===== src/core/cct_defs.svh =====
// Purpose: offsets, field positions, reset values and counts for the capture/compare timer
// Assumes: word registers on a plain strobe port, 16-bit data in the low bits
// Notes:   included by the filter and timer modules
`ifndef CCT_DEFS_SVH
`define CCT_DEFS_SVH
`define CCT_OFF_COUNT     4'h0
`define CCT_OFF_CAPA      4'h1
`define CCT_OFF_CMPB      4'h2
`define CCT_OFF_CTRLA     4'h3
`define CCT_OFF_CTRLB     4'h4
`define CCT_OFF_STATUS    4'h5
`define CCT_OFF_MASK      4'h6
`define CCT_CTRLA_EN      0
`define CCT_CTRLA_SRC_LO  1
`define CCT_CTRLA_EDGE_LO 3
`define CCT_CTRLA_TRIG    7
`define CCT_CTRLB_FILT_LO 0
`define CCT_CTRLB_MODE    3
`define CCT_RST_CTRL      8'h00
`define CCT_RST_WORD      16'h0000
`define CCT_ST_CAP        0
`define CCT_ST_OVF        1
`define CCT_ST_CMPA       2
`define CCT_ST_CMPB       3
`define CCT_DIV8          8
`define CCT_DIV32         32
`define CCT_SLOW_DIV      128
`define CCT_FILT_SAMPLES  3
`endif


===== src/core/cct_pkg.sv =====
// Purpose: types shared by the capture/compare timer files
// Assumes: nothing from cct_defs.svh; the enum values are written out here
// Notes:   none
package cct_pkg;
  typedef enum logic [1:0] {
    CCT_SRC_F1   = 2'h0,
    CCT_SRC_F8   = 2'h1,
    CCT_SRC_F32  = 2'h2,
    CCT_SRC_FAST = 2'h3
  } cct_src_t;
  typedef struct packed {
    logic       count_enable_bit;
    cct_src_t   src;
    logic [1:0] edge_sel;
    logic       trigger_source_select;
    logic [1:0] filter_clock_select;
    logic       capture_compare_mode_select;
  } cct_cfg_t;
  typedef enum logic [2:0] {
    CCT_IDLE    = 3'b001,
    CCT_CAPTURE = 3'b010,
    CCT_COMPARE = 3'b100
  } cct_state_t;
endpackage


===== src/core/cct_filter.sv =====
// Purpose: three-sample digital noise filter for the capture input
// Assumes: input already synchronous to the clock, sample_i a one-cycle tick
// Notes:   output changes only after three equal samples in a row
`timescale 1ns/1ps
`include "cct_defs.svh"
module cct_filter
  import cct_pkg::*;
(
  // clock, reset and enable
  input  wire logic CORE_CLK_I,
  input  wire logic RST_I,
  input  wire logic ce_i,
  // samples
  input  wire logic sample_i,
  input  wire logic din_i,
  output logic      dout_o
);
  logic [1:0] hist;
  always_ff @(posedge CORE_CLK_I) begin
    if (RST_I) begin
      hist   <= 2'h0;
      dout_o <= 1'b0;
    end else if (ce_i && sample_i) begin
      hist <= {hist[0], din_i};
      if (hist[1] == din_i && hist[0] == din_i) begin
        dout_o <= din_i; // RULE15
      end
    end
  end
endmodule


===== src/core/cct_timer.sv =====
// Purpose: 16-bit capture/compare timer with register port and interrupts
// Assumes: all inputs synchronous to CORE_CLK_I; fast oscillator tick arrives as a pulse
// Notes:   compare waveform output and buffered compare updates are not built
// What this block does
// [RULE1] count source is clock divided by 1, 8, 32, or fast oscillator tick
// [RULE2] capture mode counts each tick and latches count on active trigger edge
// [RULE3] counter clears to zero whenever counting is stopped
// [RULE4] counting starts when enable bit set, stops when cleared
// [RULE5] each accepted capture edge raises the pin interrupt
// [RULE6] counter overflow raises the overflow interrupt
// [RULE7] in capture mode writes to counter and capture register are ignored
// [RULE8] software reads counter and capture register as whole 16-bit words
// [RULE9] counter read gives running count, capture read gives latched count
// [RULE10] two-bit field picks the active edge polarity of the input
// [RULE11] input passes a noise filter with selectable sampling rate
// [RULE12] trigger comes from filtered pin or slow oscillator divided by 128
// [RULE13] capture interrupt lags edge by filter delay plus one source period
// [RULE14] compare mode interrupts when count equals either compare register
// [RULE15] filter accepts a level after three equal consecutive samples
// [RULE16] mode bit zero selects capture, one selects compare
// [RULE17] counter, capture and compare registers are sixteen bits
// [RULE18] counter wraps from all ones to zero and keeps counting
// [RULE19] edges found by comparing filtered level with previous sample
//
// Added by the designer: the plain strobed port and the register addresses.
`timescale 1ns/1ps
`include "cct_defs.svh"
module cct_timer
  import cct_pkg::*;
(
  // clock, reset, enable
  input  wire logic        CORE_CLK_I,
  input  wire logic        RST_I,
  input  wire logic        CE_I,
  // register port
  input  wire logic [3:0]  ADDR_I,
  input  wire logic [15:0] WDATA_I,
  input  wire logic        WR_I,
  input  wire logic        RD_I,
  output logic      [15:0] RDATA_O,
  // pins and oscillator ticks
  input  wire logic        CAPTURE_INPUT_PIN_I,
  input  wire logic        FAST_INTERNAL_OSC_I,
  input  wire logic        SLOW_OSC_I,
  // interrupts
  output logic             EXTERNAL_PIN_IRQ_O,
  output logic             IRQ_O
);
  cct_cfg_t   cfg;
  cct_state_t state;
  logic [15:0] count_register;
  logic [15:0] capture_compare_reg_a;
  logic [15:0] compare_reg_b;
  logic [3:0]  status;
  logic [3:0]  mask;
  logic [4:0]  pre_cnt;
  logic [6:0]  slow_cnt;
  logic        slow_osc_div_tick;
  logic        filt_tick;
  logic        filt_level;
  logic        trig_prev;
  logic        trig_level;
  logic        trig_edge;
  logic        src_tick;
  logic        cap_pend;
  logic [3:0]  ev;
  logic [3:0]  clr;

  function automatic logic hit(input logic [4:0] cnt, input logic [1:0] sel);
    case (sel)
      2'h0:    hit = 1'b1;
      2'h1:    hit = (cnt[2:0] == 3'h7);
      2'h2:    hit = (cnt == 5'h1f);
      default: hit = 1'b0;
    endcase
  endfunction

  // shared prescaler; free running so a stopped count leaves no phase skew issue
  always_ff @(posedge CORE_CLK_I) begin
    if (RST_I) begin
      pre_cnt <= 5'h0;
    end else if (CE_I) begin
      pre_cnt <= pre_cnt + 5'h1;
    end
  end

  always_comb begin
    case (cfg.src)
      CCT_SRC_F1:   src_tick = 1'b1; // RULE1
      CCT_SRC_F8:   src_tick = hit(pre_cnt, 2'h1);
      CCT_SRC_F32:  src_tick = hit(pre_cnt, 2'h2);
      CCT_SRC_FAST: src_tick = FAST_INTERNAL_OSC_I;
      default:      src_tick = 1'b0;
    endcase
  end

  // filter sample clock: f1, f8, f32, or count source
  always_comb begin
    if (cfg.filter_clock_select == 2'h3) begin
      filt_tick = src_tick; // RULE11
    end else begin
      filt_tick = hit(pre_cnt, cfg.filter_clock_select);
    end
  end

  // slow oscillator divided by 128: top bit of a 7-bit tick counter, even duty
  always_ff @(posedge CORE_CLK_I) begin
    if (RST_I) begin
      slow_cnt <= 7'h0;
    end else if (CE_I && SLOW_OSC_I) begin
      slow_cnt <= slow_cnt + 7'h1;
    end
  end
  assign slow_osc_div_tick = slow_cnt[6]; // RULE12

  cct_filter u_filter (
    .CORE_CLK_I (CORE_CLK_I),
    .RST_I      (RST_I),
    .ce_i       (CE_I),
    .sample_i   (filt_tick),
    .din_i      (CAPTURE_INPUT_PIN_I),
    .dout_o     (filt_level)
  );

  assign trig_level = cfg.trigger_source_select ? slow_osc_div_tick : filt_level; // RULE12

  // edge select: 0 rising, 1 falling, 2 both, 3 none
  always_comb begin
    case (cfg.edge_sel)
      2'h0:    trig_edge = trig_level & ~trig_prev; // RULE10
      2'h1:    trig_edge = ~trig_level & trig_prev;
      2'h2:    trig_edge = trig_level ^ trig_prev;
      default: trig_edge = 1'b0;
    endcase
  end

  always_ff @(posedge CORE_CLK_I) begin
    if (RST_I) begin
      trig_prev <= 1'b0;
    end else if (CE_I) begin
      trig_prev <= trig_level; // RULE19
    end
  end

  // state follows enable and mode
  always_ff @(posedge CORE_CLK_I) begin
    if (RST_I) begin
      state <= CCT_IDLE;
    end else if (CE_I) begin
      case (1'b1)
        !cfg.count_enable_bit:           state <= CCT_IDLE; // RULE4
        cfg.capture_compare_mode_select: state <= CCT_COMPARE; // RULE16
        default:                         state <= CCT_CAPTURE;
      endcase
    end
  end

  // capture is held until the next count tick, so irq lags by at most one period plus one clock cycle
  always_ff @(posedge CORE_CLK_I) begin
    if (RST_I) begin
      cap_pend <= 1'b0;
    end else if (CE_I) begin
      if (state != CCT_CAPTURE) begin
        cap_pend <= 1'b0;
      end else if (trig_edge) begin
        cap_pend <= 1'b1;
      end else if (src_tick) begin
        cap_pend <= 1'b0;
      end
    end
  end

  always_ff @(posedge CORE_CLK_I) begin
    if (RST_I) begin
      count_register <= `CCT_RST_WORD;
    end else if (CE_I) begin
      if (state == CCT_IDLE || !cfg.count_enable_bit) begin
        count_register <= `CCT_RST_WORD; // RULE3
      end else if (src_tick) begin
        count_register <= count_register + 16'h0001; // RULE2 RULE18
      end
    end
  end

  always_ff @(posedge CORE_CLK_I) begin
    if (RST_I) begin
      capture_compare_reg_a <= `CCT_RST_WORD;
      compare_reg_b         <= `CCT_RST_WORD;
    end else if (CE_I) begin
      if (state == CCT_CAPTURE && cap_pend && src_tick) begin
        capture_compare_reg_a <= count_register; // RULE2
      end else if (WR_I && cfg.capture_compare_mode_select) begin
        // capture mode ignores these writes
        if (ADDR_I == `CCT_OFF_CAPA) begin
          capture_compare_reg_a <= WDATA_I; // RULE7
        end
        if (ADDR_I == `CCT_OFF_CMPB) begin
          compare_reg_b <= WDATA_I;
        end
      end
    end
  end

  always_ff @(posedge CORE_CLK_I) begin
    if (RST_I) begin
      cfg <= cct_cfg_t'(9'(`CCT_RST_CTRL));
    end else if (CE_I && WR_I) begin
      if (ADDR_I == `CCT_OFF_CTRLA) begin
        cfg.count_enable_bit      <= WDATA_I[`CCT_CTRLA_EN]; // RULE4
        cfg.src                   <= cct_src_t'(WDATA_I[`CCT_CTRLA_SRC_LO +: 2]);
        cfg.edge_sel              <= WDATA_I[`CCT_CTRLA_EDGE_LO +: 2];
        cfg.trigger_source_select <= WDATA_I[`CCT_CTRLA_TRIG];
      end
      if (ADDR_I == `CCT_OFF_CTRLB) begin
        cfg.filter_clock_select         <= WDATA_I[`CCT_CTRLB_FILT_LO +: 2];
        cfg.capture_compare_mode_select <= WDATA_I[`CCT_CTRLB_MODE];
      end
    end
  end

  // events; set wins over write-one-to-clear
  always_comb begin
    ev = 4'h0;
    ev[`CCT_ST_CAP]  = (state == CCT_CAPTURE) && cap_pend && src_tick; // RULE5 RULE13
    ev[`CCT_ST_OVF]  = (state != CCT_IDLE) && src_tick
                       && (count_register == 16'hffff); // RULE6
    ev[`CCT_ST_CMPA] = (state == CCT_COMPARE)
                       && (count_register == capture_compare_reg_a); // RULE14
    ev[`CCT_ST_CMPB] = (state == CCT_COMPARE) && (count_register == compare_reg_b);
    clr = (WR_I && ADDR_I == `CCT_OFF_STATUS) ? WDATA_I[3:0] : 4'h0;
  end

  always_ff @(posedge CORE_CLK_I) begin
    if (RST_I) begin
      status <= 4'h0;
      mask   <= 4'h0;
    end else if (CE_I) begin
      status <= (status & ~clr) | ev;
      if (WR_I && ADDR_I == `CCT_OFF_MASK) begin
        mask <= WDATA_I[3:0];
      end
    end
  end

  assign EXTERNAL_PIN_IRQ_O = status[`CCT_ST_CAP] & mask[`CCT_ST_CAP]; // RULE5
  assign IRQ_O              = |(status & mask);

  // whole-word reads only, so the 16-bit value is coherent
  always_ff @(posedge CORE_CLK_I) begin
    if (RST_I) begin
      RDATA_O <= 16'h0000;
    end else if (CE_I) begin
      RDATA_O <= 16'h0000;
      if (RD_I) begin
        case (ADDR_I)
          `CCT_OFF_COUNT:  RDATA_O <= count_register; // RULE9 RULE8 RULE17
          `CCT_OFF_CAPA:   RDATA_O <= capture_compare_reg_a; // RULE9
          `CCT_OFF_CMPB:   RDATA_O <= compare_reg_b;
          `CCT_OFF_CTRLA:  RDATA_O <= {8'h00, cfg.trigger_source_select, 2'h0,
                                       cfg.edge_sel, cfg.src, cfg.count_enable_bit};
          `CCT_OFF_CTRLB:  RDATA_O <= {12'h000, cfg.capture_compare_mode_select, 1'b0,
                                       cfg.filter_clock_select};
          `CCT_OFF_STATUS: RDATA_O <= {12'h000, status};
          `CCT_OFF_MASK:   RDATA_O <= {12'h000, mask};
          default:         RDATA_O <= 16'h0000;
        endcase
      end
    end
  end
endmodule


===== config.mk =====
export PLATFORM = sky130hd
export DESIGN_NAME = cct_timer
export DESIGN_NICKNAME = d
export VERILOG_FILES = /design/src/core/cct_pkg.sv /design/src/core/cct_filter.sv /design/src/core/cct_timer.sv
export VERILOG_INCLUDE_DIRS = /design/src /design/src/core
export SDC_FILE = /design/constraint.sdc
export NUM_CORES = 1
export LEC_CHECK = 0
export ABC_AREA = 1
export BUFFER_PORTS_ARGS = -buffer_cell sky130_fd_sc_hd__buf_2
export CORE_ASPECT_RATIO = 1.2
export CORE_MARGIN = 2
export CORE_UTILIZATION = 40
export CTS_CLUSTER_SIZE = 40
export DETAILED_ROUTE_END_ITERATION = 8
export GPL_TIMING_DRIVEN = 0
export MAX_ROUTING_LAYER = met4
export SLEW_MARGIN = 20
export SYNTH_ARGS = -nofsm -noshare
export SYNTH_HDL_FRONTEND = slang
export SYNTH_SLANG_ARGS = --single-unit

===== constraint.sdc =====
create_clock -name CORE_CLK_I -period 5.3 [get_ports CORE_CLK_I]
set_input_delay 0.265 -clock CORE_CLK_I [delete_from_list [all_inputs] [get_ports CORE_CLK_I]]
set_output_delay 0.265 -clock CORE_CLK_I [all_outputs]
set_load 0.005 [all_outputs]

==> impl_results.md, run 1 <==
* Max-Cap Viols at 0
* Clock Power Share at 41.2%
* Leakage power at 0.00254 uW
* Largest net degree at the start of global routing at 16
* Register bit total from synthesis at 101
* Crit-path max FO at 10
* Final worst path period need at 2210 ps
* Violation count after the first detailed-route iteration at 458
* Setup TNS at 0 ps
* Die Width at 111 um
* Synth Cell Area at approximately 5500 um2
* Internal power at 1110 uW
* Crit. End Element: flip-flop
* Slowest CP cell: clkbuf_1
* Setup bufs post-CTS at 0
* Status: complete, no violations
* Initial antenna violation count at 0
* Startpoint Class: flip-flop
* Mapped Cells at 866
* Layout cell share with drive strength beyond 1 at 9.94%
* Clock slew at reported path FFs at approximately 70 ps
* Resize count post-CTS at 0
* Worst skew pair latency at between 300 and 400 ps
* Slowest cell delay on critical path at 430 ps
* Synthesized area per cell at 6.36 um2
* VDD IR max at 0.185 mV
* CP Data Arrival Time at 2470 ps
* Commonest non-fill, non-tap cell in the layout: nand2_1
* Worst EP required at 5560 ps
* Routed WL per cell at around 17 um
* Origin of the worst setup path: pre_cnt[0]
* Total Routing Usage GR at about a quarter
* Flop pwr share at 51.5%
* Rows at 47
* Net Count, Synth at 901
* Synth warn at 0
* Antenna cell count at 0
* Starting Density at a little over 40%
* Final ANT Viol Nets at 0
* Detailed-route DRC error count at 0
* CTS root buf: clkbuf_16
* Post-DP HPWL at 13.4 mm
* WP buf/inv at 1
* IO Port Bufs at 44
* Hold Crit Start: WDATA_I[10]
* Crit-path leading delay family: simple AND/OR/NAND/NOR gates
* Asr flop ratio synth at 0%
* Total clock buffers created by CTS at 9
* Worst-margin pin slew at 834 ps
* CP dominant cell by count: nor2_1
* Final Setup Violations at 0
* Die Y at 133 um
* Total gr overflow at 0
* Register area share after synthesis at between 30 and 40%
* Library cells used by synthesis at 33
* Placer Congestion at 0.950
* Switching Fraction at roughly a quarter
* Wirelength, routed at roughly 18 mm
* # IOs at 46
* Crit Path Category: reg -> reg
* Final Cycle Share at 41.7%
* Final hold slack at 173 ps
* Global-route wire length before repair at ~28 mm
* Max frequency at 452 MHz
* Dominant synthesized flop cell: dfxtp_1
* Vias in the first global route at 5243
* Vias at 5695
* RSZ-0062 raised after global routing: false
* Fin Clk Skew at 6.48 ps
* Slew headroom at 44.4%
* EDFF count, synth at 0
* Slew Limit Fails at 0
* Fin nets at 956
* P_sw at 387 uW
* Most frequent cells in the layout: nand2_1, nor2_1, dfxtp_1
* Clock sinks at 101
* Area Growth Syn to Fin at 12.6%
* Power Density at 242 nW/um2
* H-tree Lvls at 3
* Worst path cell trace: ha_1 -> nand2_1 -> nor2_1 -> ha_1 -> nand3_1 -> nand3_1 -> nand2_2 -> clkbuf_1 -> o21ai_0 -> nor2_1 -> nor2_1
* Class of the worst hold path: in -> reg
* Via density at slightly above 5
* Post-Place Cell Area at 5940 um2
* Maximum clock path buffer count at 2
* Area of the core at 13600 um2
* CTS tree: yes
* Post-Layout Inst Area at 6200 um2
* Area of the die at 14700 um2
* RR Startpoint: pre_cnt[0]
* Pre-Repair DR Iteration Count at 6
* Hold Buf Count CTS at 0
* Final Hold Vio Count at 0
* Combinational power share at 7.3%
==> cell families after synthesis <==
group,share of synthesized area (%)
fa+ha+maj,1.59
flops,36.7
simple gates,32.7
compound gates,17.3
buf+inv,9.81
xor+xnor,1.91
==> power groups by stage <==
stage | registers (uW) | clock network, uW | logic, uW
finish | 771 | 618 | 110
global route | 772 | 652 | 122
CTS | 771 | 625 | 109
detailed placement | 789 | 0 | 108
global placement | 789 | 0 | 109
floorplan | 787 | 0 | 63.1
==> metal layers <==
layer  share of wire, %  vias up  global-route usage (%)
li1                   -     2893                       -
met1                 44     2604                    32.1
met2                 48      158                    41.6
met3                5.0       40                    3.85
met4                3.7        0                    11.0
met5                  0        -                       -
==> metrics by stage <==
step	utilization (%)	total power [uW]	std cells	worst slack, ps
2_1_floorplan	-	850	866	3580
3_3_place_gp	43.6	897	1081	3080
3_5_place_dp	43.6	897	1081	3090
4_1_cts	45.5	1510	1097	3090
5_1_grt	45.5	1550	1097	2920
6_report	45.5	1500	1097	3090
==> worst min-delay path, stage by stage <==
cell and delay (ps):
buf_2 80, o21ai_0 80, nor2_1 80
==> synth_stat cells, drive strengths merged, types with 4 or more instances <==
cell / instances / area (um2)
xnor2: 4 / 35.0
ha: 7 / 87.6
inv: 94 / 355
nand4: 8 / 50.1
dfxtp: 101 / 2020
nand3: 59 / 300
xor2: 8 / 70.1
clkbuf: 22 / 82.6
buf: 13 / 90.1
a21oi: 76 / 384
o21ai: 94 / 470
o211ai: 10 / 75.1
nor3: 7 / 46.3
nor2: 120 / 475
nand2: 235 / 910
==> state kept, by name (all words and copies together), names as in the netlist <==
register               flops
mask                       4
slow_cnt                   7
trig_prev                  1
cfg                        9
u_filter.hist              2
RDATA_O                   16
u_filter.dout_o            1
state                      3
compare_reg_b             16
pre_cnt                    5
capture_compare_reg_a     16
status                     4
count_register            16
cap_pend                   1
==> final timing paths <==
check / slack, ps / endpoint / cells past startpoint
hold reg to reg: 460 / RDATA_O[13] / 2
hold / removal: 170 / compare_reg_b[10] / 3
setup / recovery: 3090 / capture_compare_reg_a[14] / 11
setup reg to reg: 3090 / capture_compare_reg_a[14] / 11
==> area by class of cell <==
cell class / count / area [um2]
plain buffers: 35 / 173
clock buffers: 11 / 233
clock inverters: 5 / 27.5
fillers: 1524 / 7440
inverters: 96 / 368
multi-input cells: 634 / 2950
flip-flops and latches: 101 / 2020
well taps: 171 / 214
repair buffers: 44 / 220
Power figures use the tool's default switching activity.
==> inputs of run 2 (changes only) <==
==> constraint.sdc (replaced) <==
create_clock -name CORE_CLK_I -period 2.2 [get_ports CORE_CLK_I]
set_input_delay 0.11 -clock CORE_CLK_I [delete_from_list [all_inputs] [get_ports CORE_CLK_I]]
set_output_delay 0.11 -clock CORE_CLK_I [all_outputs]
set_load 0.005 [all_outputs]
==> run 2 against run 1 <==
  * Combinational power increased by 140%
  * Core utilization up 0.38 points
  * Final area rose by 0.83%
  * Register-to-register slack got worse by 2900 ps
  * Die area is the same
  * Cell count up 0.36%
  * Clock skew about the same
  * Clock-buffer cell count did not move
  * Global-route usage unchanged
  * Total power increased by 140%
  * Routed wire length did not move
  * Critical endpoint is now capture_compare_reg_a[7]
==> impl_results.md, run 2 (synthesis results as in run 1) <==
* CP dominant cell by count: nor2_1
* Area Growth Syn to Fin at 13.5%
* VDD IR max at 0.451 mV (+140%)
* Vias at 5723 (+0.49%)
* Worst path cell trace: ha_1 -> nand2_1 -> nor2_1 -> ha_1 -> nand3_1 -> nand3_2 -> nand3_1 -> nand2_4 -> inv_4 -> buf_6 -> nor2_1 -> nor2_1
* Setup TNS at 0 ps (unchanged)
* Slowest CP cell: dfxtp_1
* Worst-margin pin slew at 856 ps (+22.7 ps)
* RSZ-0062 raised after global routing: false
* Worst EP required at 2450 ps (-3110 ps)
* Violation count after the first detailed-route iteration at 427 (-6.8%)
* Via density at 5.20 (+0.13%)
* Area of the die at 14700 um2 (unchanged)
* Rows at 47 (unchanged)
* Power Density at 578 nW/um2 (+140%)
* Final Setup Violations at 0 (unchanged)
* Final hold slack at 20.9 ps (-153 ps)
* Slew headroom at 42.9% (-1.5 points)
* Max-Cap Viols at 0 (unchanged)
* Pre-Repair DR Iteration Count at 5 (-1)
* Slowest cell delay on critical path at 360 ps (-70 ps)
* Fin Clk Skew at 5.99 ps (-0.491 ps)
* Commonest non-fill, non-tap cell in the layout: nand2_1
* CP Data Arrival Time at 2270 ps (-200 ps)
* Vias in the first global route at 5243 (unchanged)
* Post-Place Cell Area at 5940 um2 (unchanged)
* Combinational power share at 7.3% (about the same)
* Layout cell share with drive strength beyond 1 at 10.5% (+0.60 points)
* P_sw at 932 uW (+140%)
* Class of the worst hold path: in -> reg
* Placer Congestion at 0.950 (unchanged)
* Final worst path period need at 2020 ps (-192 ps)
* H-tree Lvls at 3 (unchanged)
* Post-Layout Inst Area at 6260 um2 (+0.83%)
* Die Width at 111 um (unchanged)
* Most frequent cells in the layout: nand2_1, nor2_1, dfxtp_1
* Detailed-route DRC error count at 0 (unchanged)
* Final ANT Viol Nets at 0 (unchanged)
* Setup crit end: capture_compare_reg_a[7]
* Total gr overflow at 0 (unchanged)
* Tot Pwr at 3610 uW (+140%)
* Max frequency at 495 MHz (+9.5%)
* Initial antenna violation count at 0 (unchanged)
* CTS tree: yes
* Fin nets at 960 (+0.42%)
* Die Y at 133 um (unchanged)
* IO Port Bufs at 44 (unchanged)
* Switching Fraction at 25.8% (about the same)
* R2R Setup Slk at 180 ps (-2910 ps)
* Filler instances at 1518 (-0.39%)
* Starting Density at 40.4% (unchanged)
* Worst skew pair latency at 360 ps (about the same)
* RR Startpoint: pre_cnt[0]
* Flop pwr share at 51.4% (about the same)
* Total clock buffers created by CTS at 9 (unchanged)
* Maximum clock path buffer count at 2 (unchanged)
* Startpoint Class: flip-flop
* Post-DP HPWL at 13.4 mm (unchanged)
* Leakage power at 0.00258 uW (+1.5%)
* # IOs at 46 (unchanged)
* Status: complete, no violations
* Crit-path max FO at 10 (unchanged)
* Area of the core at 13600 um2 (unchanged)
* Origin of the worst setup path: pre_cnt[0]
* Core Util, Final at 45.9% (+0.38 points)
* Largest net degree at the start of global routing at 16 (unchanged)
* Global-route wire length before repair at 28.4 mm (unchanged)
* Slew Limit Fails at 0 (unchanged)
* Final Hold Vio Count at 0 (unchanged)
* Clock slew at reported path FFs at 70 ps (about the same)
* Wirelength, routed at 18.3 mm (unchanged)
* Total Routing Usage GR at 25.7% (unchanged)
* Worst r2r path cells at 12 (+1)
* Crit. End Element: flip-flop
* Internal power at 2680 uW (+140%)
* CTS root buf: clkbuf_16
* Final Cycle Share at 91.8% (+50 points)
* Antenna cell count at 0 (unchanged)
* Routed WL per cell at 16.6 um (-0.36%)
* Crit Path Category: reg -> reg
* Clock sinks at 101 (unchanged)
* R2r endpoint: capture_compare_reg_a[7]
* Clock Power Share at 41.2% (about the same)
-- run 2: cell types whose count changed in the layout (fill, tap and decap cells not counted), sizes merged --
cell and delta:
buf +3, clkbuf +1
-- run 2: area by class of cell --
class                      count  area, um2  share of cell area, %
clock inverter                 5       27.5                  0.440
clock buffer                  11        233                   3.72
timing repair buffer          48        250                   4.00
inverter                      96        368                   5.88
tap                          171        214                   3.42
buffer                        35        179                   2.86
sequential                   101       2020                   32.3
multi-input combinational    634       2960                   47.4
-- run 2: worst min path at each step --
stage,start,end,slack [ps],cells after the start
2_1_floorplan,WDATA_I[10],compare_reg_b[10],270,2
3_3_place_gp,WDATA_I[10],compare_reg_b[10],380,3
3_5_place_dp,WDATA_I[10],compare_reg_b[10],390,3
4_1_cts,WDATA_I[10],compare_reg_b[10],10,3
5_1_grt,WDATA_I[14],compare_reg_b[14],50,3
6_report,WDATA_I[10],compare_reg_b[10],20,3
-- run 2: per-layer routing --
layer	vias to the layer above	GRT usage [%]	share of wire [%]
met5	-	-	0
met4	0	11.0	3.8
met3	43	3.85	6.0
met2	170	41.6	47
met1	2610	32.1	43
li1	2900	-	-
-- run 2: stage by stage --
| step | setup slack [ps] | cells |
|---|---|---|
| final | 181 | 1101 |
| after CTS | 71.3 | 1097 |
| after global routing | 24.5 | 1101 |
| after global placement | -24.9 | 1081 |
| after floorplan | 477 | 866 |
| after detailed placement | -6.94 | 1081 |
-- run 2: worst max-delay path: cells and delay by family (launching register included) --
family                   cells  cell delay [ps]
adder cells (fa/ha/maj)      2              400
buffers and inverters        2              240
AND/OR/NAND/NOR              8              910
flip-flops                   1              360
-- run 2: timing repair --
item / CTS / global route
pin swaps: 0 / 1
setup endpoints to repair: 3 / 37
hold endpoints to repair: 0 / 0
setup buffers: 0 / 4
gates resized for setup: 1 / 6
hold buffers: 0 / 0
cloned: 0 / 0
-- run 2: power groups by stage --
stage | logic (uW) | clock network [uW] | registers [uW]
after floorplan | 152 | 0 | 1900
after global placement | 262 | 0 | 1900
after detailed placement | 261 | 0 | 1900
after CTS | 262 | 1510 | 1860
after global routing | 295 | 1570 | 1860
final | 265 | 1490 | 1860
==> inputs of run 3 (changes only) <==
--- a/config.mk
+++ b/config.mk
@@ -10,7 +10,7 @@
 export BUFFER_PORTS_ARGS = -buffer_cell sky130_fd_sc_hd__buf_2
 export CORE_ASPECT_RATIO = 1.2
 export CORE_MARGIN = 2
-export CORE_UTILIZATION = 40
+export CORE_UTILIZATION = 25
 export CTS_CLUSTER_SIZE = 40
 export DETAILED_ROUTE_END_ITERATION = 8
 export GPL_TIMING_DRIVEN = 0
==> run 3 against run 2 <==
  * Clock skew is 1.9 ps higher
  * Worst setup slack got worse by 66 ps
  * Highest routed layer unchanged
  * Sequential share of layout area decreased by 0.64 points
==> impl_results.md, run 3 (synthesis results as in run 1) <==
* Status: complete, no violations
* CTS root buf: clkbuf_16
* Area Growth Syn to Fin at 15.8%
* Power Density at 591 nW/um2 (+2.3%)
* Hold Crit Start: WDATA_I[12]
* Slew headroom at 42.6% (-0.27 points)
* R2R Setup Slk at 120 ps (-70 ps)
* Flop pwr share at 49.3% (-2.1 points)
* Die Y at 167 um (+26%)
* Via density at 4.76 (-8.5%)
* Startpoint Class: flip-flop
* Number of cells on the critical path at 11 (-1)
* RR Startpoint: pre_cnt[0]
* Final Cycle Share at 94.8% (+3.0 points)
* Worst EP required at 2430 ps (-20 ps)
* Worst-margin pin slew at 861 ps (+4.07 ps)
* Crit-path max FO at 10 (unchanged)
* Class of the worst hold path: in -> reg
* Wirelength, routed at 18.9 mm (+3.1%)
* Setup bufs post-CTS at 0 (unchanged)
* Max-Cap Viols at 0 (unchanged)
* Rows at 59 (+26%)
* Starting Density at 25.5% (-15 points)
* Final ANT Viol Nets at 0 (unchanged)
* Switching Fraction at 25.0% (-0.76 points)
* Violation count after the first detailed-route iteration at 502 (+18%)
* Die Width at 140 um (+26%)
* Leakage power at 0.00258 uW (+0.11%)
* Total clock buffers created by CTS at 9 (unchanged)
* Crit. End Element: flip-flop
* Clock sinks at 101 (unchanged)
* CP Data Arrival Time at 2310 ps (+40 ps)
* Fin Clk Skew at 7.92 ps (+1.93 ps)
* Final Hold Vio Count at 0 (unchanged)
* Area of the core at 21600 um2 (+59%)
* Routed WL per cell at 15.7 um (-5.4%)
* Placer Congestion at 0.919 (-3.2%)
* Most frequent cells in the layout: nand2_1, nor2_1, dfxtp_1
* Clock Power Share at 43.6% (+2.4 points)
* Internal power at 2830 uW (+5.4%)
* Filler instances at 2428 (+60%)
* Total Routing Usage GR at 16.8% (-8.9 points)
* Maximum clock path buffer count at 2 (unchanged)
* Worst skew pair latency at 360 ps (about the same)
* Crit Path Category: reg -> reg
* Pre-Repair DR Iteration Count at 5 (unchanged)
* Final Setup Violations at 0 (unchanged)
* Area of the die at 23200 um2 (+58%)
* CTS tree: yes
* Slew Limit Fails at 0 (unchanged)
* Hold Path Depth at 3 (unchanged)
* Detailed-route DRC error count at 0 (unchanged)
* Worst path cell trace: ha_1 -> nand2_1 -> nor2_1 -> ha_1 -> nand3_1 -> nand3_2 -> nand2_2 -> nand2_2 -> buf_6 -> o21ai_0 -> a21oi_1
* Dpl cells at 1184 (+9.5%)
* Largest net degree at the start of global routing at 16 (unchanged)
* R2r endpoint: compare_reg_b[1]
* Antenna cell count at 0 (unchanged)
* Max frequency at 480 MHz (-3.2%)
* WP buf/inv at 1 (-1)
* Worst Hold Endpoint: compare_reg_b[12]
* Slowest CP cell: o21ai_0
* Clock slew at reported path FFs at 70 ps (about the same)
* Total gr overflow at 0 (unchanged)
* RSZ-0062 raised after global routing: false
* Setup TNS at 0 ps (unchanged)
* # IOs at 46 (unchanged)
* Worst r2r path cells at 11 (-1)
* Vias at 5706 (-0.30%)
* Post-DP HPWL at 14.0 mm (+4.6%)
* Global-route wire length before repair at 29.3 mm (+3.1%)
* Final worst path period need at 2080 ps (+66.0 ps)
* VDD IR max at 0.279 mV (-38%)
* Crit-path leading delay family: simple AND/OR/NAND/NOR gates
* Post-Layout Cell Count at 1200 (+9.0%)
* Commonest non-fill, non-tap cell in the layout: nand2_1
* H-tree Lvls at 3 (unchanged)
* Fin nets at 956 (-0.42%)
* IO Port Bufs at 44 (unchanged)
* Layout cell share with drive strength beyond 1 at 10.3% (-0.28 points)
* Slowest cell delay on critical path at 340 ps (-20 ps)
* Vias in the first global route at 5216 (-0.51%)
* P_sw at 945 uW (+1.3%)
* Initial antenna violation count at 0 (unchanged)
* Combinational power share at 7.1% (-0.2 points)
## run 3: tightest hold or removal path, stage by stage
cell,delay (ps)
buf_2,90
o21ai_0,70
nor2_1,70
## run 3: worst max-delay path by stage
stage / start / to / slack, ps
floorplan: pre_cnt[0] / capture_compare_reg_a[12] / 480
finish: pre_cnt[0] / compare_reg_b[1] / 120
detailed placement: pre_cnt[0] / capture_compare_reg_a[12] / 20
global placement: pre_cnt[0] / capture_compare_reg_a[12] / 50
global route: pre_cnt[0] / capture_compare_reg_a[9] / 5
CTS: pre_cnt[0] / capture_compare_reg_a[12] / 10
## run 3: power by group through the flow
stage,Combinational [uW],Sequential (uW),Clock [uW]
floorplan,152,1900,0
global placement,262,1900,0
detailed placement,264,1900,0
CTS,265,1860,1680
global route,297,1860,1750
finish,268,1860,1650
## run 3: per-stage QoR
stage          cell area (um2)  hold WS (ps)  worst slack (ps)  power, uW  util (%)
5_1_grt                   6380          53.3              5.28       3910      29.5
4_1_cts                   6370          13.8              13.3       3800      29.4
6_report                  6380          17.3               115       3770      29.5
3_5_place_dp              6070           396              19.9       2160      28.1
3_3_place_gp              6070           376              54.9       2160      28.1
2_1_floorplan             5510           274               477       2050         -
## run 3: cell type report
class | count | area [um2] | share of cell area (%)
timing repair buffer | 44 | 220 | 3.45
clock buffer | 11 | 243 | 3.80
tap | 274 | 343 | 5.37
clock inverter | 5 | 50.0 | 0.784
inverter | 96 | 368 | 5.76
buffer | 35 | 179 | 2.80
multi-input combinational | 634 | 2960 | 46.3
sequential | 101 | 2020 | 31.7
## run 3: what timing repair did
| action | CTS | global route |
|---|---|---|
| endpoints found under the setup margin | 0 | 34 |
| hold endpoints to repair | 0 | 0 |
| hold buffers | 0 | 0 |
| resized for setup | 0 | 7 |
## run 3: layer usage
metal	routed length (um)	global-route usage, %	up-vias	part of all wire [%]
met2	8980	27.0	212	48
met1	7930	20.2	2555	42
met4	830	8.04	0	4.4
met3	1110	3.11	48	5.9
li1	-	-	2891	-
met5	0	-	-	0
